## src/rtl/fbsup_cfg.svh

```systemverilog
// Constants for the fieldbus fault supervisor: register map, field positions,
// reset values, cause detail codes and timing.
// Assumes a 200 MHz core clock and a 32-bit AHB-Lite register port.
`ifndef FBSUP_CFG_SVH
`define FBSUP_CFG_SVH

// ----------------------------------------------------------------
// Register byte offsets
// ----------------------------------------------------------------
`define FBS_OFS_CTRL 8'h00
`define FBS_OFS_WD_TIME 8'h04
`define FBS_OFS_COMM_TIMEOUT 8'h08
`define FBS_OFS_FAULT_RESET 8'h0C
`define FBS_OFS_STATUS 8'h10

// ----------------------------------------------------------------
// Field positions
// ----------------------------------------------------------------
`define FBS_CTRL_PLACE_FB 0
`define FBS_CTRL_ARM_NONZERO 1
`define FBS_CTRL_WD_CFG 2
`define FBS_RST_REQ 0

// ----------------------------------------------------------------
// Reset values
// ----------------------------------------------------------------
`define FBS_CTRL_RESET 3'h0
`define FBS_WD_TIME_RESET 16'h0000
`define FBS_COMM_TIMEOUT_RESET 16'h0000

// ----------------------------------------------------------------
// Cause detail codes and protocol state codes
// ----------------------------------------------------------------
`define FBS_DETAIL_NONE 5'h00
`define FBS_DETAIL_LINK 5'h05
`define FBS_DETAIL_WD 5'h01
`define FBS_DETAIL_ILLEGAL 5'h12
`define FBS_AL_INIT 4'h1
`define FBS_AL_PREOP 4'h2
`define FBS_AL_SAFEOP 4'h4
`define FBS_AL_OP 4'h8

// ----------------------------------------------------------------
// Timing: one timer tick is one microsecond
// ----------------------------------------------------------------
`define FBS_CLK_PERIOD_NS 5
`define FBS_TICK_NS 1000
`define FBS_TICK_CYCLES (`FBS_TICK_NS / `FBS_CLK_PERIOD_NS)

`endif

```

## src/rtl/fbsup_pkg.sv

```systemverilog
// Types shared by the fieldbus fault supervisor files.
// Assumes nothing of its surroundings.
package fbsup_pkg;

	// Protocol state of the slave
	typedef enum logic [1:0] {
		AL_INIT,
		AL_PREOP,
		AL_SAFEOP,
		AL_OP
	} al_state_e;

endpackage : fbsup_pkg

```

## src/rtl/fbs_delay_timer.sv

```systemverilog
// Delay timer: counts ticks while run is high and flags expiry at a limit.
// Assumes tick is a one-cycle pulse from a shared prescaler.
`timescale 1ns/100ps
`default_nettype none

module fbs_delay_timer #(
	parameter int W = 16
) (
	input wire logic core_clk,
	input wire logic arst_n,
	input wire logic ce,
	input wire logic run,
	input wire logic tick,
	input wire logic [W-1:0] limit,
	output logic expired
);

	// Elapsed ticks since run went high
	logic [W-1:0] count_r;

	// ----------------------------------------------------------------
	// Count while running; dropping run restarts from zero
	// ----------------------------------------------------------------
	always_ff @(posedge core_clk or negedge arst_n)
	begin
		if (!arst_n)
		begin
			count_r <= '0;
			expired <= 1'b0;
		end
		else if (ce)
		begin
			if (!run)
			begin
				// Condition gone before expiry: nothing is raised
				count_r <= '0;
				expired <= 1'b0;
			end
			else if (count_r >= limit)
			begin
				expired <= 1'b1;
			end
			else if (tick)
			begin
				// Saturates at the limit, so no wrap
				count_r <= count_r + {{(W-1){1'b0}}, 1'b1};
			end
		end
	end

endmodule : fbs_delay_timer

`default_nettype wire

```

## src/rtl/fbs_sync2.sv

```systemverilog
// Two flip-flop synchroniser for a group of level inputs.
// Assumes each bit is an independent slow level from a pin.
`timescale 1ns/100ps
`default_nettype none

module fbs_sync2 #(
	parameter int WIDTH = 1
) (
	input wire logic core_clk,
	input wire logic arst_n,
	input wire logic ce,
	input wire logic [WIDTH-1:0] async_in,
	output logic [WIDTH-1:0] sync_out
);

	// First stage, read only by the second stage
	logic [WIDTH-1:0] meta_r;

	// ----------------------------------------------------------------
	// Two stages per bit
	// ----------------------------------------------------------------
	always_ff @(posedge core_clk or negedge arst_n)
	begin
		if (!arst_n)
		begin
			meta_r <= '0;
			sync_out <= '0;
		end
		else if (ce)
		begin
			meta_r <= async_in;
			sync_out <= meta_r;
		end
	end

endmodule : fbs_sync2

`default_nettype wire

```

## src/rtl/fieldbus_fault_supervisor.sv

```systemverilog
// Fieldbus fault supervisor: protocol state gating, control authority,
// fault trigger causes, activation delay, latching and reset.
// Assumes protocol requests and process data strobes arrive on core_clk;
// link, motor-run and reset button/terminal inputs are asynchronous pins.
//
// Register access over AHB-Lite and the register addresses were left to the implementer.
`timescale 1ns/100ps
`default_nettype none
`include "fbsup_cfg.svh"

// Operation
// - Stay Init until master commands Pre-Operational
// - Refuse Operational path without valid configuration
// - Mailbox control in PreOp, process data in Op
// - Raise fault only under fieldbus control place
// - Link loss on input port triggers
// - Missing process data past watchdog triggers
// - State change while motor runs triggers
// - Record detail code 5, 1 or 18
// - Ignore reset while any cause present
// - Link cause clears when link returns
// - Watchdog cause clears back in Operational
// - Illegal-change cause clears at original state
// - Counters delay activation; early clear cancels
// - No watchdog and zero timeout: never fault
// - Zero watchdog time never expires
// - Optionally arm after nonzero process data
// - Output-port entry disables process data control
// - Reset from button, terminal or fieldbus
module fieldbus_fault_supervisor #(
	parameter int TICK_CYCLES = `FBS_TICK_CYCLES,
	parameter int TIME_W = 16
) (
	input wire logic core_clk,
	input wire logic arst_n,
	input wire logic ce,
	// AHB-Lite slave
	input wire logic hsel,
	input wire logic [31:0] haddr,
	input wire logic [1:0] htrans,
	input wire logic hwrite,
	input wire logic [2:0] hsize,
	input wire logic [31:0] hwdata,
	input wire logic hready,
	output logic hreadyout,
	output logic hresp,
	output logic [31:0] hrdata,
	// Protocol side, same clock
	input wire logic al_req_valid,
	input wire logic [3:0] al_req_state,
	input wire logic pd_config_valid,
	input wire logic pd_rx_strobe,
	input wire logic pd_nonzero,
	input wire logic fb_fault_reset,
	// Pins
	input wire logic link_in_up,
	input wire logic link_out_up,
	input wire logic motor_running,
	input wire logic reset_button,
	input wire logic io_fault_reset,
	// Results
	output logic fieldbus_timeout_fault,
	output logic [4:0] fault_cause_detail_code,
	output logic [3:0] al_state_code,
	output logic control_from_process_data,
	output logic control_from_mailbox
);

	// ----------------------------------------------------------------
	// Helpers
	// ----------------------------------------------------------------
	// State to wire code, used for status and output
	function automatic logic [3:0] al_code(input fbsup_pkg::al_state_e s);
		logic [3:0] c;
		c = `FBS_AL_INIT;
		unique case (s)
			fbsup_pkg::AL_INIT: c = `FBS_AL_INIT;
			fbsup_pkg::AL_PREOP: c = `FBS_AL_PREOP;
			fbsup_pkg::AL_SAFEOP: c = `FBS_AL_SAFEOP;
			fbsup_pkg::AL_OP: c = `FBS_AL_OP;
		endcase
		return c;
	endfunction : al_code

	// ----------------------------------------------------------------
	// Pin synchronisers
	// ----------------------------------------------------------------
	logic link_in_s; // Link on input port
	logic link_out_s; // Link on output port
	logic motor_run_s; // Drive reports motor running
	logic button_s; // Local reset button
	logic io_reset_s; // Terminal reset input

	fbs_sync2 #(.WIDTH(5)) u_sync (
		.core_clk(core_clk),
		.arst_n(arst_n),
		.ce(ce),
		.async_in({link_in_up, link_out_up, motor_running, reset_button, io_fault_reset}),
		.sync_out({link_in_s, link_out_s, motor_run_s, button_s, io_reset_s})
	);

	// ----------------------------------------------------------------
	// Register file and AHB-Lite slave
	// ----------------------------------------------------------------
	logic place_fb_r; // Control place is the fieldbus
	logic arm_nonzero_r; // Arm only after nonzero process data
	logic wd_cfg_r; // Sync manager watchdog configured
	logic [TIME_W-1:0] wd_time_r; // Watchdog time in ticks
	logic [TIME_W-1:0] comm_to_r; // Communication timeout in ticks
	logic sw_reset_r; // Software fault reset pulse
	logic wr_pend_r; // Write data phase pending
	logic [7:0] wr_addr_r; // Latched write offset
	logic [31:0] status_w; // Status word
	logic addr_ok; // Valid address phase

	assign addr_ok = hsel && hready && htrans[1];

	// Address phase capture; zero wait states while ce stays high, always OKAY
	always_ff @(posedge core_clk or negedge arst_n)
	begin
		if (!arst_n)
		begin
			wr_pend_r <= 1'b0;
			wr_addr_r <= 8'h00;
		end
		else if (ce)
		begin
			wr_pend_r <= addr_ok && hwrite;
			wr_addr_r <= haddr[7:0];
		end
	end

	// Ready tracks clock enable so a frozen block stalls the bus
	always_ff @(posedge core_clk or negedge arst_n)
	begin
		if (!arst_n)
		begin
			hreadyout <= 1'b1;
			hresp <= 1'b0;
		end
		else
		begin
			hreadyout <= ce;
			hresp <= 1'b0;
		end
	end

	// Writes land in the data phase
	always_ff @(posedge core_clk or negedge arst_n)
	begin
		if (!arst_n)
		begin
			{wd_cfg_r, arm_nonzero_r, place_fb_r} <= `FBS_CTRL_RESET;
			wd_time_r <= `FBS_WD_TIME_RESET;
			comm_to_r <= `FBS_COMM_TIMEOUT_RESET;
			sw_reset_r <= 1'b0;
		end
		else if (ce)
		begin
			sw_reset_r <= 1'b0;
			if (wr_pend_r)
			begin
				unique case (wr_addr_r)
					`FBS_OFS_CTRL:
					begin
						place_fb_r <= hwdata[`FBS_CTRL_PLACE_FB];
						arm_nonzero_r <= hwdata[`FBS_CTRL_ARM_NONZERO];
						wd_cfg_r <= hwdata[`FBS_CTRL_WD_CFG];
					end
					`FBS_OFS_WD_TIME: wd_time_r <= hwdata[TIME_W-1:0];
					`FBS_OFS_COMM_TIMEOUT: comm_to_r <= hwdata[TIME_W-1:0];
					`FBS_OFS_FAULT_RESET: sw_reset_r <= hwdata[`FBS_RST_REQ];
					default: ; // Unmapped or read-only: ignored
				endcase
			end
		end
	end

	// Read data loaded at the address phase, held in the data phase
	always_ff @(posedge core_clk or negedge arst_n)
	begin
		if (!arst_n)
			hrdata <= 32'h0000_0000;
		else if (ce && addr_ok && !hwrite)
		begin
			unique case (haddr[7:0])
				`FBS_OFS_CTRL: hrdata <= {29'h0000_0000, wd_cfg_r, arm_nonzero_r, place_fb_r};
				`FBS_OFS_WD_TIME: hrdata <= 32'(wd_time_r);
				`FBS_OFS_COMM_TIMEOUT: hrdata <= 32'(comm_to_r);
				`FBS_OFS_STATUS: hrdata <= status_w;
				default: hrdata <= 32'h0000_0000;
			endcase
		end
	end

	// ----------------------------------------------------------------
	// Protocol state machine
	// ----------------------------------------------------------------
	fbsup_pkg::al_state_e al_r; // Current protocol state
	logic refused_r; // Last request was refused

	// Only commanded transitions; power-up holds Init
	always_ff @(posedge core_clk or negedge arst_n)
	begin
		if (!arst_n)
		begin
			al_r <= fbsup_pkg::AL_INIT;
			refused_r <= 1'b0;
		end
		else if (ce && al_req_valid)
		begin
			refused_r <= 1'b0;
			unique case (al_req_state)
				`FBS_AL_INIT: al_r <= fbsup_pkg::AL_INIT;
				`FBS_AL_PREOP: al_r <= fbsup_pkg::AL_PREOP;
				`FBS_AL_SAFEOP:
				begin
					// Upward only from PreOp, and only configured
					if (pd_config_valid && al_r != fbsup_pkg::AL_INIT)
						al_r <= fbsup_pkg::AL_SAFEOP;
					else
						refused_r <= 1'b1;
				end
				`FBS_AL_OP:
				begin
					if (pd_config_valid && (al_r == fbsup_pkg::AL_SAFEOP || al_r == fbsup_pkg::AL_OP))
						al_r <= fbsup_pkg::AL_OP;
					else
						refused_r <= 1'b1;
				end
				default: refused_r <= 1'b1; // Unknown state code
			endcase
		end
	end

	// ----------------------------------------------------------------
	// Control authority
	// ----------------------------------------------------------------
	// Output-port entry reaches Op but cannot steer the motor
	always_ff @(posedge core_clk or negedge arst_n)
	begin
		if (!arst_n)
		begin
			control_from_process_data <= 1'b0;
			control_from_mailbox <= 1'b0;
			al_state_code <= `FBS_AL_INIT;
		end
		else if (ce)
		begin
			control_from_process_data <= (al_r == fbsup_pkg::AL_OP) && link_in_s;
			control_from_mailbox <= (al_r == fbsup_pkg::AL_PREOP) ||
				((al_r == fbsup_pkg::AL_OP) && !link_in_s && link_out_s);
			al_state_code <= al_code(al_r);
		end
	end

	// ----------------------------------------------------------------
	// Tick prescaler and timers
	// ----------------------------------------------------------------
	logic [15:0] presc_r; // Cycle count within one tick
	logic tick_r; // One-cycle tick
	logic wd_run; // Watchdog armed and waiting
	logic wd_expired; // Watchdog ran out
	logic comm_run; // Some cause present and faulting enabled
	logic comm_expired; // Activation delay elapsed
	logic fault_possible; // Any activation path configured

	always_ff @(posedge core_clk or negedge arst_n)
	begin
		if (!arst_n)
		begin
			presc_r <= 16'h0000;
			tick_r <= 1'b0;
		end
		else if (ce)
		begin
			tick_r <= (presc_r == 16'(TICK_CYCLES - 1));
			presc_r <= (presc_r == 16'(TICK_CYCLES - 1)) ? 16'h0000 : presc_r + 16'h0001;
		end
	end

	// Each received frame restarts the watchdog; zero time disables it
	assign wd_run = wd_cfg_r && (wd_time_r != '0) && (al_r == fbsup_pkg::AL_OP) && !pd_rx_strobe;

	fbs_delay_timer #(.W(TIME_W)) u_wd_timer (
		.core_clk(core_clk),
		.arst_n(arst_n),
		.ce(ce),
		.run(wd_run),
		.tick(tick_r),
		.limit(wd_time_r),
		.expired(wd_expired)
	);

	logic link_cause; // Link down on input port
	logic wd_cause_r; // Watchdog cause held
	logic ill_cause_r; // Illegal state change cause held
	logic cause_any; // Any cause present
	fbsup_pkg::al_state_e hold_state_r; // State held while motor ran

	assign link_cause = !link_in_s;
	assign cause_any = link_cause || wd_cause_r || ill_cause_r;
	assign fault_possible = wd_cfg_r || (comm_to_r != '0);
	assign comm_run = cause_any && fault_possible;

	// Delay before activation; a cause that clears first restarts it
	fbs_delay_timer #(.W(TIME_W)) u_comm_timer (
		.core_clk(core_clk),
		.arst_n(arst_n),
		.ce(ce),
		.run(comm_run),
		.tick(tick_r),
		.limit(comm_to_r),
		.expired(comm_expired)
	);

	// ----------------------------------------------------------------
	// Cause tracking; a new set wins over a same-cycle clear
	// ----------------------------------------------------------------
	always_ff @(posedge core_clk or negedge arst_n)
	begin
		if (!arst_n)
			wd_cause_r <= 1'b0;
		else if (ce)
		begin
			if (wd_expired)
				wd_cause_r <= 1'b1;
			else if (al_r == fbsup_pkg::AL_OP && pd_rx_strobe)
				wd_cause_r <= 1'b0;
		end
	end

	// Any commanded change while running is illegal; remember where we were
	always_ff @(posedge core_clk or negedge arst_n)
	begin
		if (!arst_n)
		begin
			ill_cause_r <= 1'b0;
			hold_state_r <= fbsup_pkg::AL_INIT;
		end
		else if (ce)
		begin
			if (al_req_valid && motor_run_s && al_req_state != al_code(al_r))
			begin
				ill_cause_r <= 1'b1;
				if (!ill_cause_r)
					hold_state_r <= al_r;
			end
			else if (ill_cause_r && al_r == hold_state_r)
				ill_cause_r <= 1'b0;
		end
	end

	// ----------------------------------------------------------------
	// Arming and reset sources
	// ----------------------------------------------------------------
	logic pd_seen_r; // Nonzero process data seen once
	logic button_d_r; // Previous button level
	logic io_reset_d_r; // Previous terminal level
	logic reset_req; // Any reset request this cycle
	logic armed; // Fault may be raised

	always_ff @(posedge core_clk or negedge arst_n)
	begin
		if (!arst_n)
		begin
			pd_seen_r <= 1'b0;
			button_d_r <= 1'b0;
			io_reset_d_r <= 1'b0;
		end
		else if (ce)
		begin
			if (pd_rx_strobe && pd_nonzero)
				pd_seen_r <= 1'b1;
			button_d_r <= button_s;
			io_reset_d_r <= io_reset_s;
		end
	end

	assign armed = !arm_nonzero_r || pd_seen_r;
	// Rising edges on pins, fieldbus pulse, software write
	assign reset_req = (button_s && !button_d_r) || (io_reset_s && !io_reset_d_r) ||
		fb_fault_reset || sw_reset_r;

	// ----------------------------------------------------------------
	// Fault latch and detail code
	// ----------------------------------------------------------------
	// Raising wins over a reset in the same cycle
	always_ff @(posedge core_clk or negedge arst_n)
	begin
		if (!arst_n)
		begin
			fieldbus_timeout_fault <= 1'b0;
			fault_cause_detail_code <= `FBS_DETAIL_NONE;
		end
		else if (ce)
		begin
			// Expiry lags a cleared cause by a cycle, so the cause must still stand
			if (!fieldbus_timeout_fault && comm_expired && cause_any && place_fb_r && armed)
			begin
				fieldbus_timeout_fault <= 1'b1;
				if (link_cause)
					fault_cause_detail_code <= `FBS_DETAIL_LINK;
				else if (wd_cause_r)
					fault_cause_detail_code <= `FBS_DETAIL_WD;
				else
					fault_cause_detail_code <= `FBS_DETAIL_ILLEGAL;
			end
			else if (fieldbus_timeout_fault && reset_req && !cause_any)
				fieldbus_timeout_fault <= 1'b0;
		end
	end

	// Status word for software
	assign status_w = {16'h0000, refused_r, armed, control_from_process_data, ill_cause_r, wd_cause_r,
		link_cause, fault_cause_detail_code, fieldbus_timeout_fault, al_code(al_r)};

endmodule : fieldbus_fault_supervisor

`default_nettype wire
```

## config.mk

```make
export PLATFORM = sky130hd
export DESIGN_NAME = fieldbus_fault_supervisor
export DESIGN_NICKNAME = d
export VERILOG_FILES = /design/src/rtl/fbsup_pkg.sv /design/src/rtl/fbs_delay_timer.sv /design/src/rtl/fbs_sync2.sv /design/src/rtl/fieldbus_fault_supervisor.sv
export VERILOG_INCLUDE_DIRS = /design/src /design/src/rtl
export SDC_FILE = /design/constraint.sdc
export NUM_CORES = 1
export LEC_CHECK = 0
export BUFFER_PORTS_ARGS = -buffer_cell sky130_fd_sc_hd__buf_2
export CAP_MARGIN = 10
export CORE_ASPECT_RATIO = 0.9
export CORE_UTILIZATION = 55
export CTS_CLUSTER_SIZE = 8
export DETAILED_ROUTE_END_ITERATION = 16
export PLACE_DENSITY = 0.78
export SLEW_MARGIN = 20
export SYNTH_ARGS = -nofsm -noshare
export SYNTH_HDL_FRONTEND = slang
export SYNTH_SLANG_ARGS = --single-unit
```

## constraint.sdc

```tcl
create_clock -name core_clk -period 3.82 [get_ports core_clk]
set_input_delay 0.764 -clock core_clk [delete_from_list [all_inputs] [get_ports core_clk]]
set_output_delay 0.764 -clock core_clk [all_outputs]
set_load 0.005 [all_outputs]
```

After elaboration in Yosys (flattened, before gate mapping)
Cells that the tools add are included.
{"block": "totals", "ff_bits": 161, "elab_cells": 161, "output_inout_bits": 46, "inputBits": 89}
{"block": "op_classes", "bitwise_logic": 1, "reduce_logical": 70, "n_addsub": 3, "n_eq_ne": 24, "muxes": 30, "n_lt_le_gt_ge": 2}
{"op": "16-bit two-way mux", "count": 7}
{"op": "16-bit one-hot mux with 4 select lines", "count": 1}
{"op": "16-bit by 1-bit adder with 16-bit output (second input constant)", "count": 3}
{"op": "16-bit >= comparator", "count": 2}
{"op": "16-bit nonzero test", "count": 2}
{"op": "1-bit logical AND", "count": 28}
{"op": "8-bit by 4-bit == test with 1-bit output (second input constant)", "count": 3}
{"op": "3-bit AND reduction", "count": 6}
{"op": "16-bit by 8-bit == test with 1-bit output (second input constant)", "count": 1}
{"op": "8-bit by 3-bit == test with 1-bit output (second input constant)", "count": 2}
{"op": "8-bit zero test", "count": 2}
{"op": "2-bit != test (second input constant)", "count": 8}
{"op": "4-bit one-hot mux with 4 select lines", "count": 1}
{"op": "1-bit two-way mux", "count": 14}
{"op": "2-bit AND reduction", "count": 7}
{"op": "5-bit two-way mux", "count": 2}
{"op": "1-bit logical OR", "count": 9}
{"op": "8-bit by 5-bit == test with 1-bit output (second input constant)", "count": 1}
{"op": "1-bit zero test", "count": 8}
{"op": "2-bit one-hot mux with 4 select lines", "count": 1}
{"op": "2-bit nonzero test", "count": 4}
{"op": "2-bit == test (second input constant)", "count": 2}
{"op": "4-bit by 1-bit == test with 1-bit output (second input constant)", "count": 1}
{"op": "4-bit by 2-bit == test with 1-bit output (second input constant)", "count": 1}
{"op": "13 further kinds", "count": 14}

Logic depth before layout (Yosys ltp)
Gate-level depths: netlist (run 1).
{"block": "logic_depth", "word_depth": 9, "mapped_depth": 10, "ltp_nobuf": 8}

Cells and area by module
A second synthesis (run 1) with hierarchy kept.
{"block": "hier_totals", "hier_cells": 770, "hier_area_um2": 8201.6}
{"mod": "fieldbus_fault_supervisor", "seq_area_each_um2": 2479.9, "instances": 1, "area_each_um2": 4832.1, "cells_each": 411}
{"mod": "fbs_delay_timer", "seq_area_each_um2": 425.4, "instances": 2, "area_each_um2": 1478.9, "cells_each": 169}
{"mod": "fbs_sync2", "seq_area_each_um2": 250.2, "instances": 1, "area_each_um2": 411.6, "cells_each": 21}

Worst setup path after synthesis (run 1)
OpenSTA, ideal clock, no wires.
{"block": "synth_path", "path_type": "in2reg", "from": "input ce", "to": "register comm_to_r[10]", "setup_time_ns": 0.125, "arrival_time_ns": 2.241, "required_ns": 3.695, "n_path_buf": 1, "cell_stages": 7, "setup_slack_ns": 1.455, "cell_sequence": "nand2_1 > or4_1 > nor4_2 > nand2_1 > nor2_4 > buf_6 > mux2_2"}
{"block": "synth_between", "elab_chain_cells": 1}
{"item": "start: declaration", "line_no": "fieldbus_fault_supervisor.sv:36", "text": "input wire logic ce,"}
{"item": "3-bit AND reduction (no source line)"}
{"item": "end signal: assignment", "line_no": "fieldbus_fault_supervisor.sv:155", "text": "comm_to_r <= `FBS_COMM_TIMEOUT_RESET;"}
{"item": "end signal: assignment", "line_no": "fieldbus_fault_supervisor.sv:171", "text": "`FBS_OFS_COMM_TIMEOUT: comm_to_r <= hwdata[TIME_W-1:0];"}
{"item": "end: declaration", "line_no": "fieldbus_fault_supervisor.sv:109", "text": "logic [TIME_W-1:0] comm_to_r;"}
Every way passes these cells.
A chain may end at the register's enable or synchronous reset.

Worst setup path in the final report (run 1)
{"block": "layout_path", "from": "register comm_to_r[13]", "to": "register u_comm_timer.count_r[12]"}
{"block": "layout_between", "elab_chain_cells": 5}
{"item": "parallel branches: the longest is 5 deep, another holds 16-bit >= comparator"}
{"item": "end signal: assignment", "line_no": "fbs_delay_timer.sv:46", "text": "count_r <= count_r + {{(W-1){1'b0}}, 1'b1};"}
{"item": "end: declaration", "line_no": "fbs_delay_timer.sv:19", "text": "logic [W-1:0] count_r;"}
Parallel ways; which one is timed is not known.

==> metrics.csv, run 1 <==
metric;value;unit
outcome;complete, no violations;
num_vias;6323;
grt_max_degree;103;
diodes;0;
clock_path_buffers;2;
hold_path_class;in2async;
ys_types;66;
start_util;57.42;%
seqPwrFrac;45.3;%
worstSetupEndpoint;u_comm_timer.count_r[12]$_DFFE_PN0P_;
endpoint_kind;flop;
max-cap-violations;0;
syn_area_per_cell;10.16;um^2
place_area;8247;um^2
htreeDepth;4;
drc;0;
grtUsageTotal;28.78;%
wl_per_cell;18.84;um
hold_buffers;0;
gr-total-overflow;0;
fin_ws;1147;ps
die-area;14690;um^2
port_buffers;72;
cts-root-buf;clkbuf_16;
p_clk_share;45.6;%
design_area;8860;um^2
layout-drive-gt1-share;21.02;%
cts_setup_buffers;0;
final_cells;1031;
syn-instance-count;769;
p_total;0.003806;W
ant_nets;0;
die_width;127.7;um
cp_top_family;simple AND/OR/NAND/NOR gates;
fin_worst_skew;11.67;ps
synthFlopType;dfrtp_1;
crit_path_max_incr_delay;590;ps
numCtsBuffers;17;
rr_worst_depth;8;
synth-async-reset-ratio;100.0;%
maxSlewViolCount;0;
dp_worst_setup_slack;1000;ps
die_y;115.1;um
worstPathArrival;3020;ps
powerDensity;429.6;nW/um^2
finalWorstPathRequiredPeriod;2673;ps
dp_hpwl;13780;um
insertion_delay;430;ps
syn-cell-area;7816;um^2
cts_tree;built;
path_clk_slew;60;ps
antenna_found_initial;0;
final_cell_mix;141 x dfrtp_1, 82 x nand2_1, 71 x buf_2;
core;13610;um^2
slew_headroom;38.33;%
cts_resized;0;
dpl.cell_count;999;
first_global_vias;6391;
area_growth;13.35;%
clock-sinks;143;
worst-path-buf-inv;1;
vias_per_cell;6.133;
timing.critical_path.cells;inv_1 -> ha_1 -> a211oi_2 -> nor2_1 -> nor4b_4 -> nand3_4 -> or4_1 -> o21ai_1;
worstMarginPinSlew;925.0;ps
wl;19420;um
setup_viol;0;
switching_share;25.56;%
fin_crit_sh;69.97;%
cp_slowest_cell;or4_1;
critPathLaunch;comm_to_r[13]$_DFFE_PN0P_;
yosysWarnings;0;
finalNetCount;953;
cp_max_fo;24;
hold_violations;0;
ir_drop;0.3136;mV
layout_commonest_cell;dfrtp_1;
p_int;0.002833;W
synth_seq_cells;143;
drt_iter0_drc;634;
rows;40;
power_switching;0.0009730;W
critPathKind;reg2reg;
synth_enable_flop_cells;0;
io_pins;135;
worst_ep_required_time;4170;ps
drt_first_pass_iters;6;
r2r_start;comm_to_r[13]$_DFFE_PN0P_;
combPwrFrac;9.1;%
rrSetupSlack;1150;ps
startpoint_type;flop;
setup_tns;0;ps
yosysSeqAreaShare;45.81;%
cp.depth;8;
gp_congestion;0.8774;
max_freq;0.3741;GHz
p_leak;4.078;nW
grt_pass1_wl;32370;um
rr_endpoint;u_comm_timer.count_r[12]$_DFFE_PN0P_;
rsz0062_at_grt;no;
-- synthesized netlist by cell type, types with 7 or more instances --
master	number	area, um^2
nand3_1	48	240.2
o21ai_1	13	65.06
and3_1	13	81.33
nand2_1	82	307.8
o21ai_0	22	110.1
clkbuf_1	23	86.33
dfrtp_1	141	3528
ha_1	35	437.9
nand4_1	20	125.1
or4_1	24	180.2
inv_1	51	191.4
o211ai_1	23	172.7
nor3_1	9	45.04
nor2_1	22	82.58
and4_1	7	61.31
a222oi_1	8	80.08
nor2b_1	8	50.05
buf_4	22	165.2
nor4_1	14	87.58
xnor2_1	12	105.1
a21oi_1	21	105.1
mux2_2	51	574.3
mux2_1	8	90.09
-- flip-flops by register name, summed over array words and instances (netlist names), 2 cells and up --
register	cells
comm_to_r	16
u_sync.sync_out	5
fault_cause_detail_code	3
u_sync.meta_r	5
hrdata	16
hold_state_r	2
u_wd_timer.count_r	16
presc_r	16
wd_time_r	16
al_state_code	4
al_r	2
wr_addr_r	8
u_comm_timer.count_r	16
-- area by class of cell --
cell class	count	area, um^2
Sequential cell	143	3581
Clock buffer	20	456.7
Inverter	52	195.2
Timing Repair Buffer	78	424.2
Tap cell	189	236.5
Fill cell	1022	4753
Clock inverter	12	156.4
Multi-Input combinational cell	537	3810
-- worst min-delay path by stage --
stage	startpoint	to	slack [ps]	depth (start not counted)
finish	arst_n	control_from_mailbox$_DFFE_PN0P_	460	1
global placement	presc_r[15]$_DFFE_PN0P_	presc_r[15]$_DFFE_PN0P_	460	1
global route	pd_seen_r$_DFFE_PN0P_	pd_seen_r$_DFFE_PN0P_	520	1
detailed placement	presc_r[15]$_DFFE_PN0P_	presc_r[15]$_DFFE_PN0P_	470	1
floorplan	pd_seen_r$_DFFE_PN0P_	pd_seen_r$_DFFE_PN0P_	440	1
CTS	presc_r[15]$_DFFE_PN0P_	presc_r[15]$_DFFE_PN0P_	480	1
-- worst register-to-register path, stage by stage (launching register included) --
cell and delay (ps):
dfrtp_1 480, inv_1 80, ha_1 320, a211oi_2 220
nor2_1 110, nor4b_4 420, nand3_4 280, or4_1 600
o21ai_1 100
-- metal layers --
| layer | GRT usage (%) | up-vias | wire, um |
|---|---|---|---|
| li1 | - | 2908 | - |
| met1 | 37.39 | 3131 | 8359 |
| met2 | 46.23 | 244 | 9217 |
| met3 | 7.585 | 40 | 1403 |
| met4 | 11.76 | 0 | 441 |
| met5 | 0 | - | 0 |
-- kinds of logic (layout without fill, tap and decap cells) --
logic type	after synthesis	count (layout)	share of synthesized area (%)
adder cells (fa/ha/maj)	36	36	5.731
multiplexers	63	63	9.012
AND/OR/NAND/NOR	273	273	19.19
flip-flops	143	143	45.81
XOR/XNOR	16	16	1.793
buffers and inverters	106	162	6.419
other	1	18	0.04798
AO/OA/AOI/OAI	131	131	11.99
-- metrics by stage --
stage / hold slack (ps) / utilization, %
after floorplan: 442.2 / -
after global placement: 464.0 / 60.58
after detailed placement: 466.7 / 60.58
after CTS: 476.3 / 65.08
after global routing: 518.2 / 65.08
final: 459.3 / 65.08
-- power groups by stage --
| stage | logic (W) | clock network (W) | registers, W |
|---|---|---|---|
| 5_1_grt | 0.000387 | 0.00182 | 0.00174 |
| 6_report | 0.000347 | 0.00173 | 0.00172 |
| 4_1_cts | 0.000349 | 0.00174 | 0.00172 |
| 2_1_floorplan | 0.000237 | 0 | 0.00171 |
| 3_3_place_gp | 0.000327 | 0 | 0.00174 |
| 3_5_place_dp | 0.000347 | 0 | 0.00174 |
Power figures use the tool's default switching activity.
==> run 2: changes to the inputs <==
ABC_AREA = 1   (was default)
CORE_UTILIZATION = 52   (was 55)
PLACE_DENSITY = 0.77   (was 0.78)
clock period = 2.4 ns   (was 3.82 ns; I/O delays follow)
==> run 2 against run 1 <==
Compared with the run above: sequential power grew 56%; non-clock buffer count grew 6; worst setup slack lost 800 ps; wire length grew 5.3%; via count grew 17%; clock skew shrank 3.2 ps; largest cell class unchanged.
==> metrics.csv, run 2 <==
metric;value;unit
routed-wl-met2;9097;um
clock-sinks;143;
num_vias;7373;
holdWs;35.25;ps
synthFlopType;dfrtp_1;
max_freq;0.4869;GHz
power_switching;0.001584;W
synth_enable_flop_cells;0;
syn_area_per_cell;7.638;um^2
hold_buffers;0;
met3_length;1339;um
fin_crit_sh;85.58;%
cts-root-buf;clkbuf_16;
hold_violations;0;
startpoint_type;flop;
netlist.area_leader.share;41.92;%
drt_iter0_drc;609;
gr-total-overflow;0;
max-cap-violations;0;
die_width;136.1;um
finalNetCount;1296;
diodes;0;
finish.utilization;60.91;%
layout_commonest_cell;nand2_1;
synth_seq_cells;143;
numCtsBuffers;17;
grt_max_degree;59;
cts_setup_buffers;0;
outcome;complete, no violations;
drc;0;
htreeDepth;4;
p_leak;4.862;nW
setup_tns;0;ps
cp_max_fo;17;
ys_types;46;
gp_congestion;0.8943;
vias_per_cell;5.316;
setup_viol;0;
switching_share;25.76;%
critPathLaunch;u_wd_timer.count_r[15]$_DFFE_PN0P_;
top_layer;met4;
slew_headroom;60.89;%
synth.most_common_cell;nand2_1;
hold_path_class;in2async;
rsz0062_at_grt;no;
synth-async-reset-ratio;100.0;%
fin_ws;346.2;ps
powerDensity;647.1;nW/um^2
yosys.area.top_type;dfrtp_1;
dp_worst_setup_slack;386.1;ps
wl;20450;um
drt_first_pass_iters;5;
first_global_vias;6792;
io_pins;135;
seqPwrFrac;43.6;%
die_y;122.7;um
port_buffers;72;
worstMarginPinSlew;586.7;ps
final_cell_mix;306 x nand2_1, 141 x dfrtp_1, 132 x inv_1;
r2r_start;u_wd_timer.count_r[15]$_DFFE_PN0P_;
maxSlewViolCount;0;
grt_pass1_wl;33890;um
worstPathArrival;2410;ps
grtUsageTotal;26.51;%
insertion_delay;430;ps
finalWorstPathRequiredPeriod;2054;ps
cts_tree;built;
ys_top_cells_by_area;dfrtp_1 42%, nand2_1 14%, inv_1 5.9%;
fin_worst_skew;8.423;ps
ir_drop;0.5443;mV
worst_ep_required_time;2760;ps
path_clk_slew;60;ps
core;15600;um^2
dp_hpwl;14760;um
start_util;53.95;%
synthTopCellsByCount;306 x nand2_1, 141 x dfrtp_1, 132 x inv_1;
dpl.cell_count;1355;
endpoint_kind;flop;
cts_resized;0;
wl_per_cell;14.74;um
syn-instance-count;1102;
ant_nets;0;
area_growth;12.90;%
yosysWarnings;0;
antenna_found_initial;0;
combPwrFrac;10.9;%
rows;43;
p_clk_share;45.5;%
wl_met1;9649;um
yosysSeqAreaShare;42.54;%
layout-drive-gt1-share;16.37;%
clock_path_buffers;2;
p_int;0.004565;W
syn-cell-area;8417;um^2
final_cells;1387;
critPathKind;reg2reg;
die-area;16700;um^2
==> run 2: cell count changes after synthesis, moves of 24 or more <==
| cell | delta |
|---|---|
| inv_2 | +24 |
| nand2_1 | +224 |
| o21ai_0 | +35 |
| nor2_1 | +65 |
| or4_1 | -24 |
| inv_1 | +81 |
| mux2_2 | -51 |
==> run 2: critical path, cell delays in order, from the launching register on <==
cell,delay (ps)
dfrtp_1,420
ha_1,350
a21oi_1,160
o21ai_1,80
nor2_1,300
nand3_4,300
nand2_8,250
nand2_1,70
nand2_1,60
==> run 2: kinds of logic (layout without fill, tap and decap cells) <==
group / after synthesis / count (layout) / synth area share (%)
other cells: 1 / 18 / 0.04455
buf+inv: 207 / 273 / 10.99
xor+xnor: 23 / 23 / 2.393
simple gates: 554 / 554 / 29.88
fa+ha+maj: 35 / 35 / 5.203
compound gates: 139 / 139 / 8.949
flops: 143 / 143 / 42.54
==> run 2: stage by stage <==
stage	total power (W)	instance area [um^2]
3_3_place_gp	0.003354	8880
2_1_floorplan	0.003151	8481
4_1_cts	0.006168	9503
3_5_place_dp	0.003382	8880
5_1_grt	0.006378	9503
6_report	0.006149	9503
==> run 2: final cells by class <==
class	instances	area, um^2
clock inverter	11	162.7
sequential	143	3581
inverter	157	589.3
clock buffer	21	460.4
timing repair buffer	84	481.7
fill	1366	6100
multi-input combinational	769	3975
tap	202	252.7
==> run 2: worst paths after layout <==
path | endpoint | slack (ps) | depth (start not counted)
max | u_wd_timer.count_r[0]$_DFFE_PN0P_ | 350 | 8
min | u_comm_timer.count_r[11]$_DFFE_PN0P_ | 40 | 1
max reg2reg | u_wd_timer.count_r[0]$_DFFE_PN0P_ | 350 | 8
min reg2reg | presc_r[13]$_DFFE_PN0P_ | 470 | 1
max in group asynchronous | wd_time_r[9]$_DFFE_PN0P_ | 1730 | 2
min in group core_clk | u_sync.meta_r[4]$_DFFE_PN0P_ | 260 | 3
==> run 2: layer usage <==
metal	track usage, %	up-vias
met3	5.328	30
met4	9.306	0
li1	-	3613
met1	37.35	3488
met2	40.58	242
met5	0	-
==> run 2: power by group through the flow <==
stage          Clock (W)  Combinational, W  Sequential [W]
2_1_floorplan          0          0.000468         0.00268
3_3_place_gp           0          0.000642         0.00271
3_5_place_dp           0          0.000668         0.00271
4_1_cts          0.00282          0.000673         0.00268
5_1_grt          0.00291          0.000771         0.00269
6_report         0.00280          0.000670         0.00268
==> run 3: changes to the inputs <==
CORE_MARGIN = 4   (was default)
==> run 3 against run 2 <==
Compared with the run above: sequential power barely moved; clock-buffer cell count did not move; first-iteration DRC count rose by 18%; cell area decreased by 0.42%; combinational power barely moved; power is 1.2% lower; maximum frequency is 4.5% lower; final cell count fell by 0.14%; via count down 0.45%; highest routed layer unchanged.
==> metrics.csv, run 3 (synthesis results as in run 2) <==
metric;value;unit
powerDensity;641.7;nW/um^2
crit_path_max_incr_delay;430;ps
drt_iter0_drc;716;
fin_crit_sh;89.60;%
drc;0;
path_clk_slew;60;ps
htreeDepth;4;
finalWorstPathRequiredPeriod;2150;ps
wl;20700;um
fin_worst_skew;4.280;ps
worst_ep_required_time;2760;ps
worst-path-buf-inv;0;
startpoint_type;flop;
num_vias;7340;
hold_path_class;in2reg;
vias_per_cell;5.300;
p_leak;4.854;nW
max-cap-violations;0;
finish.utilization;60.44;%
rsz0062_at_grt;no;
start_util;53.76;%
finalNetCount;1294;
layout-drive-gt1-share;16.23;%
endpoint_kind;flop;
drt_first_pass_iters;5;
layout_commonest_cell;nand2_1;
clock_path_buffers;2;
antenna_found_initial;0;
timing.critical_path.cells;ha_1 -> a21oi_1 -> o21ai_1 -> nor2_1 -> nand3_4 -> nand2_8 -> nand2_1 -> nand2_1;
core;15660;um^2
dp_hpwl;14930;um
first_global_vias;6926;
diodes;0;
port_buffers;72;
io_pins;135;
gr-total-overflow;0;
grtUsageTotal;23.99;%
numCtsBuffers;17;
cp_top_family;simple AND/OR/NAND/NOR gates;
grt_pass1_wl;34820;um
cts-root-buf;clkbuf_16;
critPathKind;reg2reg;
cts_setup_buffers;0;
ir_drop;0.5376;mV
maxSlewViolCount;0;
area_growth;12.43;%
ant_nets;0;
cp_slowest_cell;dfrtp_1;
place_area;8845;um^2
setup_tns;0;ps
outcome;complete, no violations;
slew_headroom;56.96;%
crit_top_cell;nand2_1;
insertion_delay;420;ps
hold_violations;0;
die-area;18290;um^2
worstMarginPinSlew;644.9;ps
wl_per_cell;14.94;um
worstPathArrival;2520;ps
rows;43;
die_width;142.1;um
design_area;9463;um^2
cp_max_fo;17;
max_freq;0.4650;GHz
grt_max_degree;68;
cts_tree;built;
gp_congestion;0.8960;
clock-sinks;143;
setup_viol;0;
final_cell_mix;306 x nand2_1, 141 x dfrtp_1, 132 x inv_1;
die_y;128.7;um
run 3: path summary, 6_finish.rpt:
path	start	endpoint	cells after the start	slack, ps
hold / removal	link_out_up	u_sync.meta_r[3]$_DFFE_PN0P_	3	250
max in group asynchronous	arst_n	al_state_code[0]$_DFFE_PN1P_	3	1110
min in group asynchronous	arst_n	u_comm_timer.count_r[8]$_DFFE_PN0P_	2	520
hold reg to reg	presc_r[13]$_DFFE_PN0P_	presc_r[13]$_DFFE_PN0P_	1	470
setup reg to reg	u_wd_timer.count_r[15]$_DFFE_PN0P_	u_wd_timer.count_r[1]$_DFFE_PN0P_	8	250
setup / recovery	u_wd_timer.count_r[15]$_DFFE_PN0P_	u_wd_timer.count_r[1]$_DFFE_PN0P_	8	250
run 3: layout make-up:
cell class              instances  area (um^2)
clock buffers                  21        470.5
clock inverters                11        137.6
fillers                      1370         6193
inverters                     157        589.3
multi-input cells             769         3975
flip-flops and latches        143         3581
well taps                     202        252.7
repair buffers                 82        456.7
run 3: metrics by stage:
step | total power [W] | hold slack (ps) | setup WS (ps) | std cells
floorplan | 0.003151 | 184.4 | 689.2 | 1119
global placement | 0.003347 | 397.7 | 272.7 | 1352
detailed placement | 0.003376 | 400.8 | 236.6 | 1352
CTS | 0.006103 | 243.7 | 290.2 | 1385
global route | 0.006343 | 257.3 | 141.2 | 1385
finish | 0.006073 | 253.7 | 249.6 | 1385
run 3: power by group:
group	switching [W]	internal [W]	total [W]
Combinational	0.000451	0.000220	0.000671
Sequential	0.000121	0.00256	0.00268
Clock	0.00102	0.00171	0.00272
run 3: what timing repair did:
action,in CTS,in global routing
hold buffers,1,0
gates resized for setup,0,0
hold endpoints to repair,34,0
run 3: worst reg2reg max path: stages, from the launching register on:
cell and delay (ps):
dfrtp_1 430, ha_1 360, a21oi_1 180, o21ai_1 90, nor2_1 330, nand3_4 300
nand2_8 260, nand2_1 90, nand2_1 60
run 3: routing by layer:
metal	share of wire [%]	global-route usage (%)	up-vias	wire, um
li1	-	-	3606	-
met4	2.7	9.312	0	563
met1	45	34.27	3421	9372
met3	8.1	5.314	35	1676
met2	44	35.75	278	9085
met5	0	0	-	0
